$ cat config.mk
export PLATFORM = sky130hd
export DESIGN_NAME = ccs_comparator_ctrl
export DESIGN_NICKNAME = d
export VERILOG_FILES = /design/src/ccs_pkg.sv /design/src/ccs_edge_sync.sv /design/src/ccs_comparator_ctrl.sv
export VERILOG_INCLUDE_DIRS = /design/src
export SDC_FILE = /design/constraint.sdc
export NUM_CORES = 1
export LEC_CHECK = 0
export ABC_AREA = 1
export BUFFER_PORTS_ARGS = -buffer_cell sky130_fd_sc_hd__buf_2
export CORE_UTILIZATION = 39
export CTS_CLUSTER_DIAMETER = 150
export DETAILED_ROUTE_END_ITERATION = 8
export PLACE_DENSITY = 0.79
export REMOVE_ABC_BUFFERS = 1
export SETUP_SLACK_MARGIN = 0.4
export SLEW_MARGIN = 20
export SYNTH_ARGS = -nofsm -noshare
export SYNTH_HDL_FRONTEND = slang
export SYNTH_SLANG_ARGS = --single-unit
$ cat constraint.sdc
create_clock -name MCLK -period 2.6 [get_ports MCLK]
set_input_delay 0.52 -clock MCLK [delete_from_list [all_inputs] [get_ports MCLK]]
set_output_delay 0.52 -clock MCLK [all_outputs]
set_load 0.02 [all_outputs]
$ cat src/ccs_defines.svh
`ifndef CCS_DEFINES_SVH
`define CCS_DEFINES_SVH

// Register byte offsets on the AXI4-Lite bus
`define CCS_OFF_CTRL 8'h00
`define CCS_OFF_INT_STATUS 8'h04
`define CCS_OFF_INT_ENABLE 8'h08
`define CCS_OFF_INT_CLEAR 8'h0C

// Field positions in the control/status register
`define CCS_BIT_ON 7
`define CCS_BIT_RESULT 6
`define CCS_BIT_RISE 5
`define CCS_BIT_FALL 4
`define CCS_POS_HI 3
`define CCS_POS_LO 2
`define CCS_NEG_HI 1
`define CCS_NEG_LO 0

// Field positions in the interrupt status, enable and clear registers
`define CCS_INT_RISE 0
`define CCS_INT_FALL 1

// Reset values
`define CCS_CTRL_RST 8'h00
`define CCS_INT_RST 2'h0
`define CCS_HYST_RST 2'h0

// Bus responses
`define CCS_RESP_OKAY 2'h0
`define CCS_RESP_SLVERR 2'h2

`endif

$ cat src/ccs_pkg.sv
package ccs_pkg;

  // Two-bit hysteresis select, passed to the analog core unchanged
  typedef logic [1:0] ccs_hyst_t;

  // Known hysteresis codes; other codes pass through as written
  typedef enum logic [1:0] {
    CCS_HYST_2MV = 2'h0,
    CCS_HYST_10MV = 2'h2,
    CCS_HYST_10MV_ALT = 2'h3
  } ccs_hyst_e;

  // Write channel state, one-hot
  typedef enum logic [2:0] {
    CCS_WS_COLLECT = 3'h1,
    CCS_WS_EXEC = 3'h2,
    CCS_WS_RESP = 3'h4
  } ccs_wstate_e;

  // Read channel state, one-hot
  typedef enum logic [1:0] {
    CCS_RS_IDLE = 2'h1,
    CCS_RS_DATA = 2'h2
  } ccs_rstate_e;

  typedef logic [7:0] ccs_addr_t;
  typedef logic [31:0] ccs_data_t;

endpackage : ccs_pkg

$ cat src/ccs_edge_sync.sv
`timescale 1ns/1ns
`default_nettype none

module ccs_edge_sync
(
  input wire logic clk,
  input wire logic rst,
  input wire logic raw_in,
  output logic level_out,
  output logic rise_out,
  output logic fall_out
);

  logic meta_q;
  logic sync_q;
  logic prev_q;

  // Two-flop synchroniser; only sync_q reads meta_q
  always_ff @(posedge clk)
  begin
    if (rst)
    begin
      meta_q <= 1'b0;
      sync_q <= 1'b0;
    end
    else
    begin
      meta_q <= raw_in;
      sync_q <= meta_q;
    end
  end

  // Delayed copy for edge detection on the settled level
  always_ff @(posedge clk)
  begin
    if (rst)
    begin
      prev_q <= 1'b0;
    end
    else
    begin
      prev_q <= sync_q;
    end
  end

  // One pulse per settled transition, never both at once
  always_ff @(posedge clk)
  begin
    if (rst)
    begin
      rise_out <= 1'b0;
      fall_out <= 1'b0;
      level_out <= 1'b0;
    end
    else
    begin
      rise_out <= sync_q & ~prev_q;
      fall_out <= ~sync_q & prev_q;
      level_out <= sync_q;
    end
  end

endmodule : ccs_edge_sync

`default_nettype wire

$ cat src/ccs_comparator_ctrl.sv
// The register offsets and register access over AXI4-Lite are this design's own decisions.
`timescale 1ns/1ns
`default_nettype none
`include "ccs_defines.svh"

// Functional notes
// Bit 7 switches comparator on/off
// Bit 6 reads comparator output, read-only
// Bit 5 set on low-to-high output edge
// Bit 4 set on high-to-low output edge
// Edge flags stay set until software clears
// Bits 3:2 select positive hysteresis
// Bits 1:0 select negative hysteresis
// Synchronise raw output before edge detection
module ccs_comparator_ctrl
(
  input wire logic MCLK,
  input wire logic RST,
  input wire logic CMP_RAW,
  output logic CMP_ON,
  output ccs_pkg::ccs_hyst_t CMP_POS_HYST,
  output ccs_pkg::ccs_hyst_t CMP_NEG_HYST,
  output logic IRQ,
  input wire ccs_pkg::ccs_addr_t AWADDR,
  input wire logic AWVALID,
  output logic AWREADY,
  input wire ccs_pkg::ccs_data_t WDATA,
  input wire logic [3:0] WSTRB,
  input wire logic WVALID,
  output logic WREADY,
  output logic [1:0] BRESP,
  output logic BVALID,
  input wire logic BREADY,
  input wire ccs_pkg::ccs_addr_t ARADDR,
  input wire logic ARVALID,
  output logic ARREADY,
  output ccs_pkg::ccs_data_t RDATA,
  output logic [1:0] RRESP,
  output logic RVALID,
  input wire logic RREADY
);
  import ccs_pkg::*;

  // Address decode shared by the write and read paths
  function automatic logic addr_mapped(input ccs_addr_t a);
    addr_mapped = (a == `CCS_OFF_CTRL) || (a == `CCS_OFF_INT_STATUS) ||
                  (a == `CCS_OFF_INT_ENABLE) || (a == `CCS_OFF_INT_CLEAR);
  endfunction : addr_mapped

  // Control register fields
  logic on_q;
  ccs_hyst_t pos_hyst_q;
  ccs_hyst_t neg_hyst_q;
  logic rise_flag_q;
  logic rise_flag_d;
  logic fall_flag_q;
  logic fall_flag_d;

  // Interrupt block
  logic [1:0] int_status_q;
  logic [1:0] int_status_d;
  logic [1:0] int_enable_q;
  logic irq_q;

  // Synchronised comparator view
  logic result_lvl;
  logic rise_pulse;
  logic fall_pulse;
  logic rise_evt;
  logic fall_evt;

  // Write channel
  ccs_wstate_e wstate_q;
  logic aw_held_q;
  logic w_held_q;
  ccs_addr_t waddr_q;
  ccs_data_t wdata_q;
  logic [3:0] wstrb_q;
  logic awready_q;
  logic wready_q;
  logic bvalid_q;
  logic [1:0] bresp_q;
  logic aw_take;
  logic w_take;
  logic wr_lane0;
  logic wr_ctrl;
  logic wr_enable;
  logic wr_clear;

  // Read channel
  ccs_rstate_e rstate_q;
  logic arready_q;
  logic rvalid_q;
  ccs_data_t rdata_q;
  logic [1:0] rresp_q;
  logic [7:0] ctrl_view;
  ccs_data_t rd_word;

  // synchronise raw output
  ccs_edge_sync u_sync
  (
    .clk(MCLK),
    .rst(RST),
    .raw_in(CMP_RAW),
    .level_out(result_lvl),
    .rise_out(rise_pulse),
    .fall_out(fall_pulse)
  );

  // Edges only count while the core is on; a disabled core output is meaningless
  assign rise_evt = rise_pulse & on_q;
  assign fall_evt = fall_pulse & on_q;

  // Handshake terms
  assign aw_take = AWVALID & awready_q;
  assign w_take = WVALID & wready_q;

  // Write strobes, valid only in the execute cycle and for byte lane 0
  assign wr_lane0 = (wstate_q == CCS_WS_EXEC) & wstrb_q[0];
  assign wr_ctrl = wr_lane0 & (waddr_q == `CCS_OFF_CTRL);
  assign wr_enable = wr_lane0 & (waddr_q == `CCS_OFF_INT_ENABLE);
  assign wr_clear = wr_lane0 & (waddr_q == `CCS_OFF_INT_CLEAR);

  // Write channel state; address and data may arrive in either order
  always_ff @(posedge MCLK)
  begin
    if (RST)
    begin
      wstate_q <= CCS_WS_COLLECT;
    end
    else
    begin
      case (wstate_q)
        CCS_WS_COLLECT:
        begin
          if ((aw_held_q | aw_take) & (w_held_q | w_take))
          begin
            wstate_q <= CCS_WS_EXEC;
          end
        end
        CCS_WS_EXEC:
        begin
          wstate_q <= CCS_WS_RESP;
        end
        CCS_WS_RESP:
        begin
          if (BREADY)
          begin
            wstate_q <= CCS_WS_COLLECT;
          end
        end
        default:
        begin
          wstate_q <= CCS_WS_COLLECT;
        end
      endcase
    end
  end

  // Capture the write address and drop ready once it is held
  always_ff @(posedge MCLK)
  begin
    if (RST)
    begin
      aw_held_q <= 1'b0;
      waddr_q <= 8'h00;
      awready_q <= 1'b0;
    end
    else if (aw_take)
    begin
      aw_held_q <= 1'b1;
      waddr_q <= AWADDR;
      awready_q <= 1'b0;
    end
    else if (wstate_q == CCS_WS_RESP && BREADY)
    begin
      aw_held_q <= 1'b0;
      awready_q <= 1'b1;
    end
    else
    begin
      awready_q <= (wstate_q == CCS_WS_COLLECT) & ~aw_held_q;
    end
  end

  // Capture the write data and strobes the same way
  always_ff @(posedge MCLK)
  begin
    if (RST)
    begin
      w_held_q <= 1'b0;
      wdata_q <= 32'h0000_0000;
      wstrb_q <= 4'h0;
      wready_q <= 1'b0;
    end
    else if (w_take)
    begin
      w_held_q <= 1'b1;
      wdata_q <= WDATA;
      wstrb_q <= WSTRB;
      wready_q <= 1'b0;
    end
    else if (wstate_q == CCS_WS_RESP && BREADY)
    begin
      w_held_q <= 1'b0;
      wready_q <= 1'b1;
    end
    else
    begin
      wready_q <= (wstate_q == CCS_WS_COLLECT) & ~w_held_q;
    end
  end

  // Write response; unmapped addresses answer SLVERR and change nothing
  always_ff @(posedge MCLK)
  begin
    if (RST)
    begin
      bvalid_q <= 1'b0;
      bresp_q <= `CCS_RESP_OKAY;
    end
    else if (wstate_q == CCS_WS_EXEC)
    begin
      bvalid_q <= 1'b1;
      bresp_q <= addr_mapped(waddr_q) ? `CCS_RESP_OKAY : `CCS_RESP_SLVERR;
    end
    else if (bvalid_q & BREADY)
    begin
      bvalid_q <= 1'b0;
    end
  end

  // enable bit
  always_ff @(posedge MCLK)
  begin
    if (RST)
    begin
      on_q <= 1'(`CCS_CTRL_RST >> `CCS_BIT_ON);
    end
    else if (wr_ctrl)
    begin
      on_q <= wdata_q[`CCS_BIT_ON];
    end
  end

  // positive hysteresis select
  always_ff @(posedge MCLK)
  begin
    if (RST)
    begin
      pos_hyst_q <= `CCS_HYST_RST;
    end
    else if (wr_ctrl)
    begin
      pos_hyst_q <= wdata_q[`CCS_POS_HI:`CCS_POS_LO];
    end
  end

  // negative hysteresis select
  always_ff @(posedge MCLK)
  begin
    if (RST)
    begin
      neg_hyst_q <= `CCS_HYST_RST;
    end
    else if (wr_ctrl)
    begin
      neg_hyst_q <= wdata_q[`CCS_NEG_HI:`CCS_NEG_LO];
    end
  end

  // Writing 0 clears a flag, writing 1 leaves it; a same-cycle edge wins
  always_comb
  begin
    // rising edge sets
    rise_flag_d = rise_flag_q;
    // sticky until cleared
    if (wr_ctrl && !wdata_q[`CCS_BIT_RISE])
    begin
      rise_flag_d = 1'b0;
    end
    if (rise_evt)
    begin
      rise_flag_d = 1'b1;
    end
    // falling edge sets
    fall_flag_d = fall_flag_q;
    // sticky until cleared
    if (wr_ctrl && !wdata_q[`CCS_BIT_FALL])
    begin
      fall_flag_d = 1'b0;
    end
    if (fall_evt)
    begin
      fall_flag_d = 1'b1;
    end
  end

  // Edge flag storage
  always_ff @(posedge MCLK)
  begin
    if (RST)
    begin
      rise_flag_q <= 1'b0;
      fall_flag_q <= 1'b0;
    end
    else
    begin
      rise_flag_q <= rise_flag_d;
      fall_flag_q <= fall_flag_d;
    end
  end

  // Interrupt status: cleared by writing 1 to the clear register, set wins over clear
  always_comb
  begin
    int_status_d = int_status_q;
    if (wr_clear)
    begin
      int_status_d = int_status_q & ~wdata_q[1:0];
    end
    int_status_d[`CCS_INT_RISE] = int_status_d[`CCS_INT_RISE] | rise_evt;
    int_status_d[`CCS_INT_FALL] = int_status_d[`CCS_INT_FALL] | fall_evt;
  end

  // Interrupt status and enable storage
  always_ff @(posedge MCLK)
  begin
    if (RST)
    begin
      int_status_q <= `CCS_INT_RST;
      int_enable_q <= `CCS_INT_RST;
    end
    else
    begin
      int_status_q <= int_status_d;
      if (wr_enable)
      begin
        int_enable_q <= wdata_q[1:0];
      end
    end
  end

  // Level interrupt, one cycle behind status so the output stays a flop
  always_ff @(posedge MCLK)
  begin
    if (RST)
    begin
      irq_q <= 1'b0;
    end
    else
    begin
      irq_q <= |(int_status_q & int_enable_q);
    end
  end

  // result bit is live, not stored
  assign ctrl_view = {on_q, result_lvl, rise_flag_q, fall_flag_q, pos_hyst_q, neg_hyst_q};

  // Read data select; clear register and unmapped space read zero
  always_comb
  begin
    rd_word = 32'h0000_0000;
    case (ARADDR)
      `CCS_OFF_CTRL: rd_word = {24'h00_0000, ctrl_view};
      `CCS_OFF_INT_STATUS: rd_word = {30'h0000_0000, int_status_q};
      `CCS_OFF_INT_ENABLE: rd_word = {30'h0000_0000, int_enable_q};
      default: rd_word = 32'h0000_0000;
    endcase
  end

  // Read channel: one address taken, data held until the master takes it
  always_ff @(posedge MCLK)
  begin
    if (RST)
    begin
      rstate_q <= CCS_RS_IDLE;
      arready_q <= 1'b0;
      rvalid_q <= 1'b0;
      rdata_q <= 32'h0000_0000;
      rresp_q <= `CCS_RESP_OKAY;
    end
    else
    begin
      case (rstate_q)
        CCS_RS_IDLE:
        begin
          arready_q <= 1'b1;
          if (ARVALID && arready_q)
          begin
            rstate_q <= CCS_RS_DATA;
            arready_q <= 1'b0;
            rvalid_q <= 1'b1;
            rdata_q <= rd_word;
            rresp_q <= addr_mapped(ARADDR) ? `CCS_RESP_OKAY : `CCS_RESP_SLVERR;
          end
        end
        CCS_RS_DATA:
        begin
          if (RREADY)
          begin
            rstate_q <= CCS_RS_IDLE;
            rvalid_q <= 1'b0;
            arready_q <= 1'b1;
          end
        end
        default:
        begin
          rstate_q <= CCS_RS_IDLE;
          rvalid_q <= 1'b0;
        end
      endcase
    end
  end

  // Outputs, all straight from flops
  assign CMP_ON = on_q;
  assign CMP_POS_HYST = pos_hyst_q;
  assign CMP_NEG_HYST = neg_hyst_q;
  assign IRQ = irq_q;
  assign AWREADY = awready_q;
  assign WREADY = wready_q;
  assign BVALID = bvalid_q;
  assign BRESP = bresp_q;
  assign ARREADY = arready_q;
  assign RVALID = rvalid_q;
  assign RDATA = rdata_q;
  assign RRESP = rresp_q;

endmodule : ccs_comparator_ctrl

`default_nettype wire

# After elaboration in Yosys (flattened, before gate mapping)

Cells that the tools add are included.

Input port bits: 60
Output and inout bits: 47
Flip-flop bits (word level): 82

Muxes and demuxes: 27
Reductions and logical operators: 27
Bitwise gates (word level): 25
Eq/ne operators: 15

Operators with widths:

| kind                 | count |
|---|---|
| $eq A8 B4 Y1 const B | 4 |
| $pmux W8 S3          | 1 |
| $eq A8 B3 Y1 const B | 2 |
| $logic_not A8 Y1     | 2 |
| $mux W1              | 15 |
| $and A1 B1 Y1        | 14 |
| $reduce_bool A2 Y1   | 6 |
| $mux W2              | 5 |
| $pmux W3 S3          | 1 |
| $ne A2 B2 Y1 const B | 4 |
| $reduce_and A2 Y1    | 4 |
| $logic_or A1 B1 Y1   | 6 |
| $mux W3              | 2 |
| $reduce_or A2 Y1     | 3 |
| $and A2 B2 Y2        | 2 |
| $logic_and A1 B1 Y1  | 4 |
| $not A1 Y1           | 4 |
| $or A1 B1 Y1         | 4 |
| $pmux W1 S2          | 2 |
| $pmux W2 S2          | 1 |
| $eq A3 B1 Y1 const B | 1 |
| $eq A3 B2 Y1 const B | 1 |
| $eq A3 B3 Y1 const B | 1 |
| $eq A2 B1 Y1 const B | 1 |
| 3 further kinds      | 4 |

# Logic depth before layout (Yosys ltp)

Gate-level depths: netlist of run 1.

Depth in word-level cells: 6
Gate-level depth with buffers: 9
Gate-level depth less buffers: 9

# Modules after synthesis

From an unflattened synthesis of run 1, not the netlist that was laid out.

Cells, all modules: 314
Area total of the unflattened synthesis: 2,384.8 µm²

Modules (own cells, without submodules):

| module              | times used | area an instance (µm²) | cells each | seq. area each (µm²) |
|---|---|---|---|---|
| ccs_comparator_ctrl | 1          | 2,244.7                | 299        | 980.9 |
| ccs_edge_sync       | 1          | 140.1                  | 15         | 100.1 |

# Worst setup path after synthesis of run 1

No wires, ideal clock.

Path type: input port to flip-flop
Start point: in ARADDR[7]
End point: reg rdata_q[0], in the netlist RDATA[0]
Path buffers: 0
Library setup time: 58 ps
Data required time: 2,542 ps
Cell stages on the path: 7
Data arrival time: 1,097 ps
Path slack: 1,445 ps
Cell sequence: nor2_1 -> nand2_1 -> inv_1 -> nand3_1 -> nor2_1 -> nand2_1 -> nand2_1

Cells in the longest elaborated chain, start to end: 2

Ends and longest elaborated chain:

| element                                    | line                       | RTL |
|---|---|---|
| start, declared                            | ccs_comparator_ctrl.sv:34  | `input wire ccs_pkg::ccs_addr_t ARADDR,` |
| $eq A8 B4 Y1, or another cell as far along | ccs_comparator_ctrl.sv:364 | `case (ARADDR)` |
| $pmux W8 S3 (*)                            | ccs_comparator_ctrl.sv:364 |  |
| end signal, assigned                       | ccs_comparator_ctrl.sv:394 | `rdata_q <= rd_word;` |
| end, declared                              | ccs_comparator_ctrl.sv:94  | `ccs_data_t rdata_q;` |

Every way passes the cells marked *; elsewhere a longest branch is shown, timed or not.
A chain may end at the register's enable or synchronous reset.

# Final worst setup path of run 1

Start point: reg on_q, in the netlist CMP_ON
End point: out CMP_ON

RTL lines:

| element                | line                       | RTL |
|---|---|---|
| start, declared        | ccs_comparator_ctrl.sv:51  | `logic on_q;` |
| start signal, assigned | ccs_comparator_ctrl.sv:238 | `` on_q <= 1'(`CCS_CTRL_RST >> `CCS_BIT_ON); `` |
| start signal, assigned | ccs_comparator_ctrl.sv:242 | `` on_q <= wdata_q[`CCS_BIT_ON]; `` |
| end, declared          | ccs_comparator_ctrl.sv:20  | `output logic CMP_ON,` |

No word-level cell between the ends.

==> impl_metrics.yaml, run 1 <==
die:
  die-width_um: 79.25
  ios: 107
  die-area_um2: 6281
  core_area_um2: 5642
  rows: 27
  dieHeight_um: 79.25
  initial_core_util_pct: 41.25
synth:
  ys_top_cells_by_area: "sky130_fd_sc_hd__dfxtp_1 46%, sky130_fd_sc_hd__buf_4 9.0%, sky130_fd_sc_hd__nand2_1 8.9%, sky130_fd_sc_hd__nand3_1 6.0%, sky130_fd_sc_hd__inv_1 5.5%"
  synthMostInstantiatedCell: "sky130_fd_sc_hd__nand2_1"
  synthesis.area_um2: 2327
  postSynthCellCount: 311
  sequential_cell_area_fraction_in_the_yosys_report_pct: 46.45
  synth_ff_type: "sky130_fd_sc_hd__dfxtp_1"
  post-synth-top-area-fraction_pct: 46.45
  yosysTopAreaCell: "sky130_fd_sc_hd__dfxtp_1"
  synth.cells.most_frequent: "55 x sky130_fd_sc_hd__nand2_1, 54 x sky130_fd_sc_hd__dfxtp_1, 34 x sky130_fd_sc_hd__inv_1"
  synth_seq_cells: 54
  count_of_cell_types_in_the_netlist: 26
  synth_enable_flop_cells: 0
  syn_area_per_cell_um2: 7.483
  synth_async_sr_flop_share_pct: 0
  yosys_warnings: 0
clock_tree:
  max_root_sink_buffers: 2
  inserted_clock_buffers: 5
  post_cts_hold_buffer_count: 0
  cts_setup_buffers: 0
  clock-root-buffer: "sky130_fd_sc_hd__clkbuf_8"
  clock_sink_count: 54
  clkLatencyLatePin_ns: 0.31
  clk_pin_slew_worst_paths_ns: 0.09
  ctsHtreeMaxLevel: 2
  post_cts_resized: 0
  clock_tree_from_tritoncts: "built"
worst_setup_path:
  worstSetupStartpointType: "flop"
  type_of_the_worst_setup_path: "flop to output port"
  crit_end_category: "output port"
  path_max_fanout: 6
  required_ns: 2.08
  path_cells: "buf_2"
  critical-path-slowest-cell: "sky130_fd_sc_hd__dfxtp_1"
  max_stage_delay_ns: 0.42
  cp.buffers_inverters: 1
  timing.critical_path.max_delay_family: "flip-flops"
  timing.critical_path.arrival_ns: 0.92
pwr:
  leak_nw: 1.267
  power.density_cell_area_nw_per_um2: 715.7
  power.ir.vdd_worst_v: 0.0005336
  total_power_mw: 1.887
layout:
  antenna_cells_inserted: 0
  stdcell_count: 436
  final_layout_size_suffix_gt1_share_pct: 19.78
  area_delta_synth_final_pct: 13.28
  design.final.nets: 423
global_route:
  grt_usage_pct: 14.99
  first_pass_grt_wire_length_mm: 7.314
  antenna_found_initial: 0
  grt_remaining_overflow: 0
  first_global_vias: 1707
  pin_count_of_the_biggest_net_entering_global_routing: 38
sta:
  clock_skew_ns: 0.01048
  hold_viol: 0
  final.setup.tns_ns: 0
  final-setup-viol-count: 0
  rsz0062_at_grt: "no"
  drv_slew: 0
  worst_pin_slew_ns: 0.5738
  slew_headroom_pct: 61.66
  timing.fmax_mhz: 694.0
  finalWorstPathRequiredPeriod_ns: 1.441
  final.period_utilization_pct: 55.42
placed_design:
  portBuffers: 52
  hpwlAfterDp_mm: 3.255
  place.gp.congestion: 0.8371
  placed_cells_incl_taps: 428
detailed_routing:
  via_count: 2001
  remaining_routing_drc_violations: 0
  drtAntennaViolNets: 0
  via_per_inst: 4.589
  routedWlPerCell_um: 10.18
  firstDrtPassIters: 4
  detailedRoute.firstIterationViolations: 98
  detail_route.wirelength_mm: 4.437
run_status:
  run_status: "complete, no violations"
run:
  timing.max_cap.violations: 0
min_path:
  min_path_type: "flop to flop"
## cells by family (layout without fill, tap and decap cells)
| group | count (synthesis) | in the layout | share of synthesized area, % |
|---|---|---|---|
| buffers and inverters | 70 | 98 | 15.97 |
| muxes | 1 | 1 | 0.4301 |
| DFF | 54 | 54 | 46.45 |
| other | 1 | 26 | 0.1611 |
| AOI/OAI and AO/OA | 53 | 53 | 11.77 |
| and+or+nand+nor | 132 | 132 | 25.21 |
## registers in the layout, summed over array words and instances, names as in the netlist, 2 cells and up
| signal | flops |
|---|---|
| wdata_q | 7 |
| int_status_q | 2 |
| RDATA | 8 |
| CMP_NEG_HYST | 2 |
| CMP_POS_HYST | 2 |
| rstate_q | 2 |
| int_enable_q | 2 |
| waddr_q | 8 |
| wstate_q | 3 |
## worst reg2reg max path: stages (launching register included)
cell	delay, ns
sky130_fd_sc_hd__dfxtp_1	0.33
sky130_fd_sc_hd__nand2_1	0.43
sky130_fd_sc_hd__nand2_1	0.11
sky130_fd_sc_hd__a21oi_1	0.19
sky130_fd_sc_hd__inv_1	0.06
sky130_fd_sc_hd__nand2_1	0.07
sky130_fd_sc_hd__nor3_2	0.04
## final cells by class
cell class	count	area, µm²
Fill cell	584	3005
Sequential cell	54	1081
Multi-Input combinational cell	212	968.4
Timing Repair Buffer	53	267.8
Inverter	37	138.9
Tap cell	72	90.09
Clock buffer	5	68.82
Clock inverter	3	21.27
## worst paths after layout
check	slack (ns)	cells after the start	endpoint	from
worst min-delay path	0.41	2	u_sync.sync_q	u_sync.meta_q
worst max-delay path	1.16	1	CMP_ON	CMP_ON
worst min register to register	0.41	2	u_sync.sync_q	u_sync.meta_q
worst max register to register	1.27	6	wstate_q[1]	WREADY
## layer usage
metal  routed length (µm)  vias up  part of all wire [%]  global-route usage (%)
li1                     -     1045                     -                       -
met1                 2065      888                    47                   17.82
met2                 2037       62                    46                   25.52
met3                  265        6                   6.0                   3.908
met4                   68        0                   1.5                   6.000
met5                    0        -                     0                       0
## stage by stage
step | instance area, µm² | setup slack (ns) | utilization (%) | hold WS [ns]
after floorplan | 2188 | 1.093 | - | 0.3883
after global placement | 2546 | 0.9946 | 45.13 | 0.3935
after detailed placement | 2546 | 0.9651 | 45.13 | 0.3948
after CTS | 2636 | 1.139 | 46.73 | 0.4022
after global routing | 2636 | 1.092 | 46.73 | 0.3966
final | 2636 | 1.159 | 46.73 | 0.4053
## where the power goes
group / switching [mW] / total (mW) / internal, mW / leakage [nW]
registers: 0.0489 / 0.970 / 0.921 / 0.440
clock network: 0.272 / 0.461 / 0.190 / 0.0441
logic: 0.321 / 0.456 / 0.135 / 0.783
total: 0.642 / 1.89 / 1.25 / 1.27
## cells in the final DEF (no fill, tap or decap), types with 2 or more instances in the layout
master | synthesis | routed
sky130_fd_sc_hd__nand4_1 | 4 | 4
sky130_fd_sc_hd__nand3_1 | 28 | 28
sky130_fd_sc_hd__nor2_1 | 33 | 33
sky130_fd_sc_hd__inv_1 | 34 | 34
sky130_fd_sc_hd__buf_2 | 3 | 52
sky130_fd_sc_hd__nand3_2 | 2 | 2
sky130_fd_sc_hd__o21ai_1 | 2 | 2
sky130_fd_sc_hd__conb_1 | 1 | 26
sky130_fd_sc_hd__nand2_1 | 55 | 55
sky130_fd_sc_hd__o21ai_0 | 23 | 23
sky130_fd_sc_hd__dfxtp_1 | 54 | 54
sky130_fd_sc_hd__nor2_2 | 5 | 5
sky130_fd_sc_hd__clkbuf_8 | 0 | 5
sky130_fd_sc_hd__inv_2 | 2 | 2
sky130_fd_sc_hd__a21oi_1 | 25 | 25
No activity file was read; power rests on OpenSTA's default activity.
==> run 2, diff against run 1 <==
clock period = 1.5 ns   (was 2.6 ns; I/O delays follow)
==> impl_metrics.yaml, run 2 (synthesis gave the netlist of run 1 again) <==
layout:
  antenna_cells_inserted: 0
  multiInputGateArea_um2: 1100
  mostFrequentLayoutCells: "53 x sky130_fd_sc_hd__nand2_1, 32 x sky130_fd_sc_hd__inv_1, 31 x sky130_fd_sc_hd__buf_2"
  filler_cell_count: 516
  final_layout_size_suffix_gt1_share_pct: 37.08
  area_delta_synth_final_pct: 34.79
  area.sequential_um2: 1120
  layout.cells.most_common: "sky130_fd_sc_hd__nand2_1"
  design.final.nets: 442
placed_design:
  place.gp.congestion: 0.8438
  hpwlAfterDp_mm: 3.531
  portBuffers: 52
global_route:
  grt_usage_pct: 16.29
  first_global_vias: 1823
  first_pass_grt_wire_length_mm: 7.962
  grt_remaining_overflow: 0
  antenna_found_initial: 0
  pin_count_of_the_biggest_net_entering_global_routing: 17
clock_tree:
  clock_tree_from_tritoncts: "built"
  max_root_sink_buffers: 2
  ctsHtreeMaxLevel: 2
  clock-root-buffer: "sky130_fd_sc_hd__clkbuf_8"
  inserted_clock_buffers: 5
  clkLatencyLatePin_ns: 0.30
  clock_sink_count: 54
  post_cts_hold_buffer_count: 0
  clk_pin_slew_worst_paths_ns: 0.10
sta:
  final-setup-viol-count: 0
  hold_viol: 0
  timing.fmax_mhz: 881.6
  rsz0062_at_grt: "yes"
  drv_slew: 0
  clock_skew_ns: 0.008696
  finalWorstPathRequiredPeriod_ns: 1.134
  final.setup.tns_ns: 0
  final.period_utilization_pct: 75.62
worst_setup_path:
  worst_setup_path_startpoint: "wstate_q[0]"
  path_max_fanout: 5
  r2r_start: "wstate_q[0]"
  critical-path-slowest-cell: "sky130_fd_sc_hd__dfxtp_2"
  type_of_the_worst_setup_path: "flop to flop"
  path_cells: "inv_4 -> nand4_1 -> buf_6 -> nor2_4 -> nand3_2 -> nand2_1 -> nor2_1"
  max_stage_delay_ns: 0.34
  crit_end_category: "flop"
  timing.critical_path.arrival_ns: 1.34
  required_ns: 1.71
  worstSetupStartpointType: "flop"
die:
  ios: 107
  core_area_um2: 5642
  die-area_um2: 6281
  initial_core_util_pct: 41.25
  dieHeight_um: 79.25
  die-width_um: 79.25
  rows: 27
min_path:
  hp-start: "CMP_RAW"
  min_path_type: "input pin to flop"
detailed_routing:
  via_per_inst: 4.549
  routedWlPerCell_um: 11.18
  detail_route.wirelength_mm: 5.087
  drtAntennaViolNets: 0
  remaining_routing_drc_violations: 0
  detailedRoute.firstIterationViolations: 88
  firstDrtPassIters: 4
  via_count: 2070
pwr:
  total_power_mw: 3.972
  power.density_cell_area_nw_per_um2: 1266
  power.ir.vdd_worst_v: 0.0007949
  leak_nw: 1.424
run_status:
  run_status: "complete, no violations"
run:
  timing.max_cap.violations: 0
[run 2: what timing repair did]
action / 4_1_cts / 5_1_grt
pin swaps: 5 / 13
endpoints found under the setup margin: 33 / 46
endpoints found under the hold margin: 0 / 0
cloned: 1 / 0
setup buffers: 7 / 5
resized for setup: 50 / 56
[run 2: critical path, delay by kind of cell, from the launching register on]
| family | cells | cell delay (ns) |
|---|---|---|
| buffers and inverters | 2 | 0.23 |
| AND/OR/NAND/NOR | 5 | 0.46 |
| flip-flops | 1 | 0.34 |
[run 2: layout make-up]
class	instances	area share [%]
clock buffers	6	2.633
clock inverters	2	1.915
inverters	37	4.547
multi-input cells	213	35.06
flip-flops and latches	54	35.70
well taps	72	2.872
repair buffers	71	17.27
[run 2: final timing paths]
kind                                       to  slack (ns)  cells after the start
worst min register to register  u_sync.sync_q        0.41                      2
worst max register to register         CMP_ON        0.37                      7
worst max-delay path                   CMP_ON        0.37                      7
worst min-delay path            u_sync.meta_q        0.20                      3
[run 2: metal layers]
metal  vias up  track usage [%]  part of all wire, %
li1       1085                -                    -
met1       911            19.22                   45
met2        66            28.10                   49
met3         8            4.598                  4.6
met4         0            5.636                  1.1
met5         -                0                    0
[run 2: stage by stage]
step                      util (%)  setup slack, ns  hold slack (ns)  cells  area (µm²)
after CTS                    51.72           0.3787           0.1974    450        2918
after global placement       45.93           0.3293           0.3949    434        2591
after detailed placement     45.93           0.3126           0.3978    434        2591
after floorplan                  -           0.2133           0.3691    303        2188
final                        55.60           0.3657           0.2026    455        3137
after global routing         55.60           0.2825           0.1886    455        3137
[run 2: power breakdown]
group	switching (mW)	internal (mW)
logic	0.698	0.379
registers	0.118	1.61
clock network	0.453	0.711
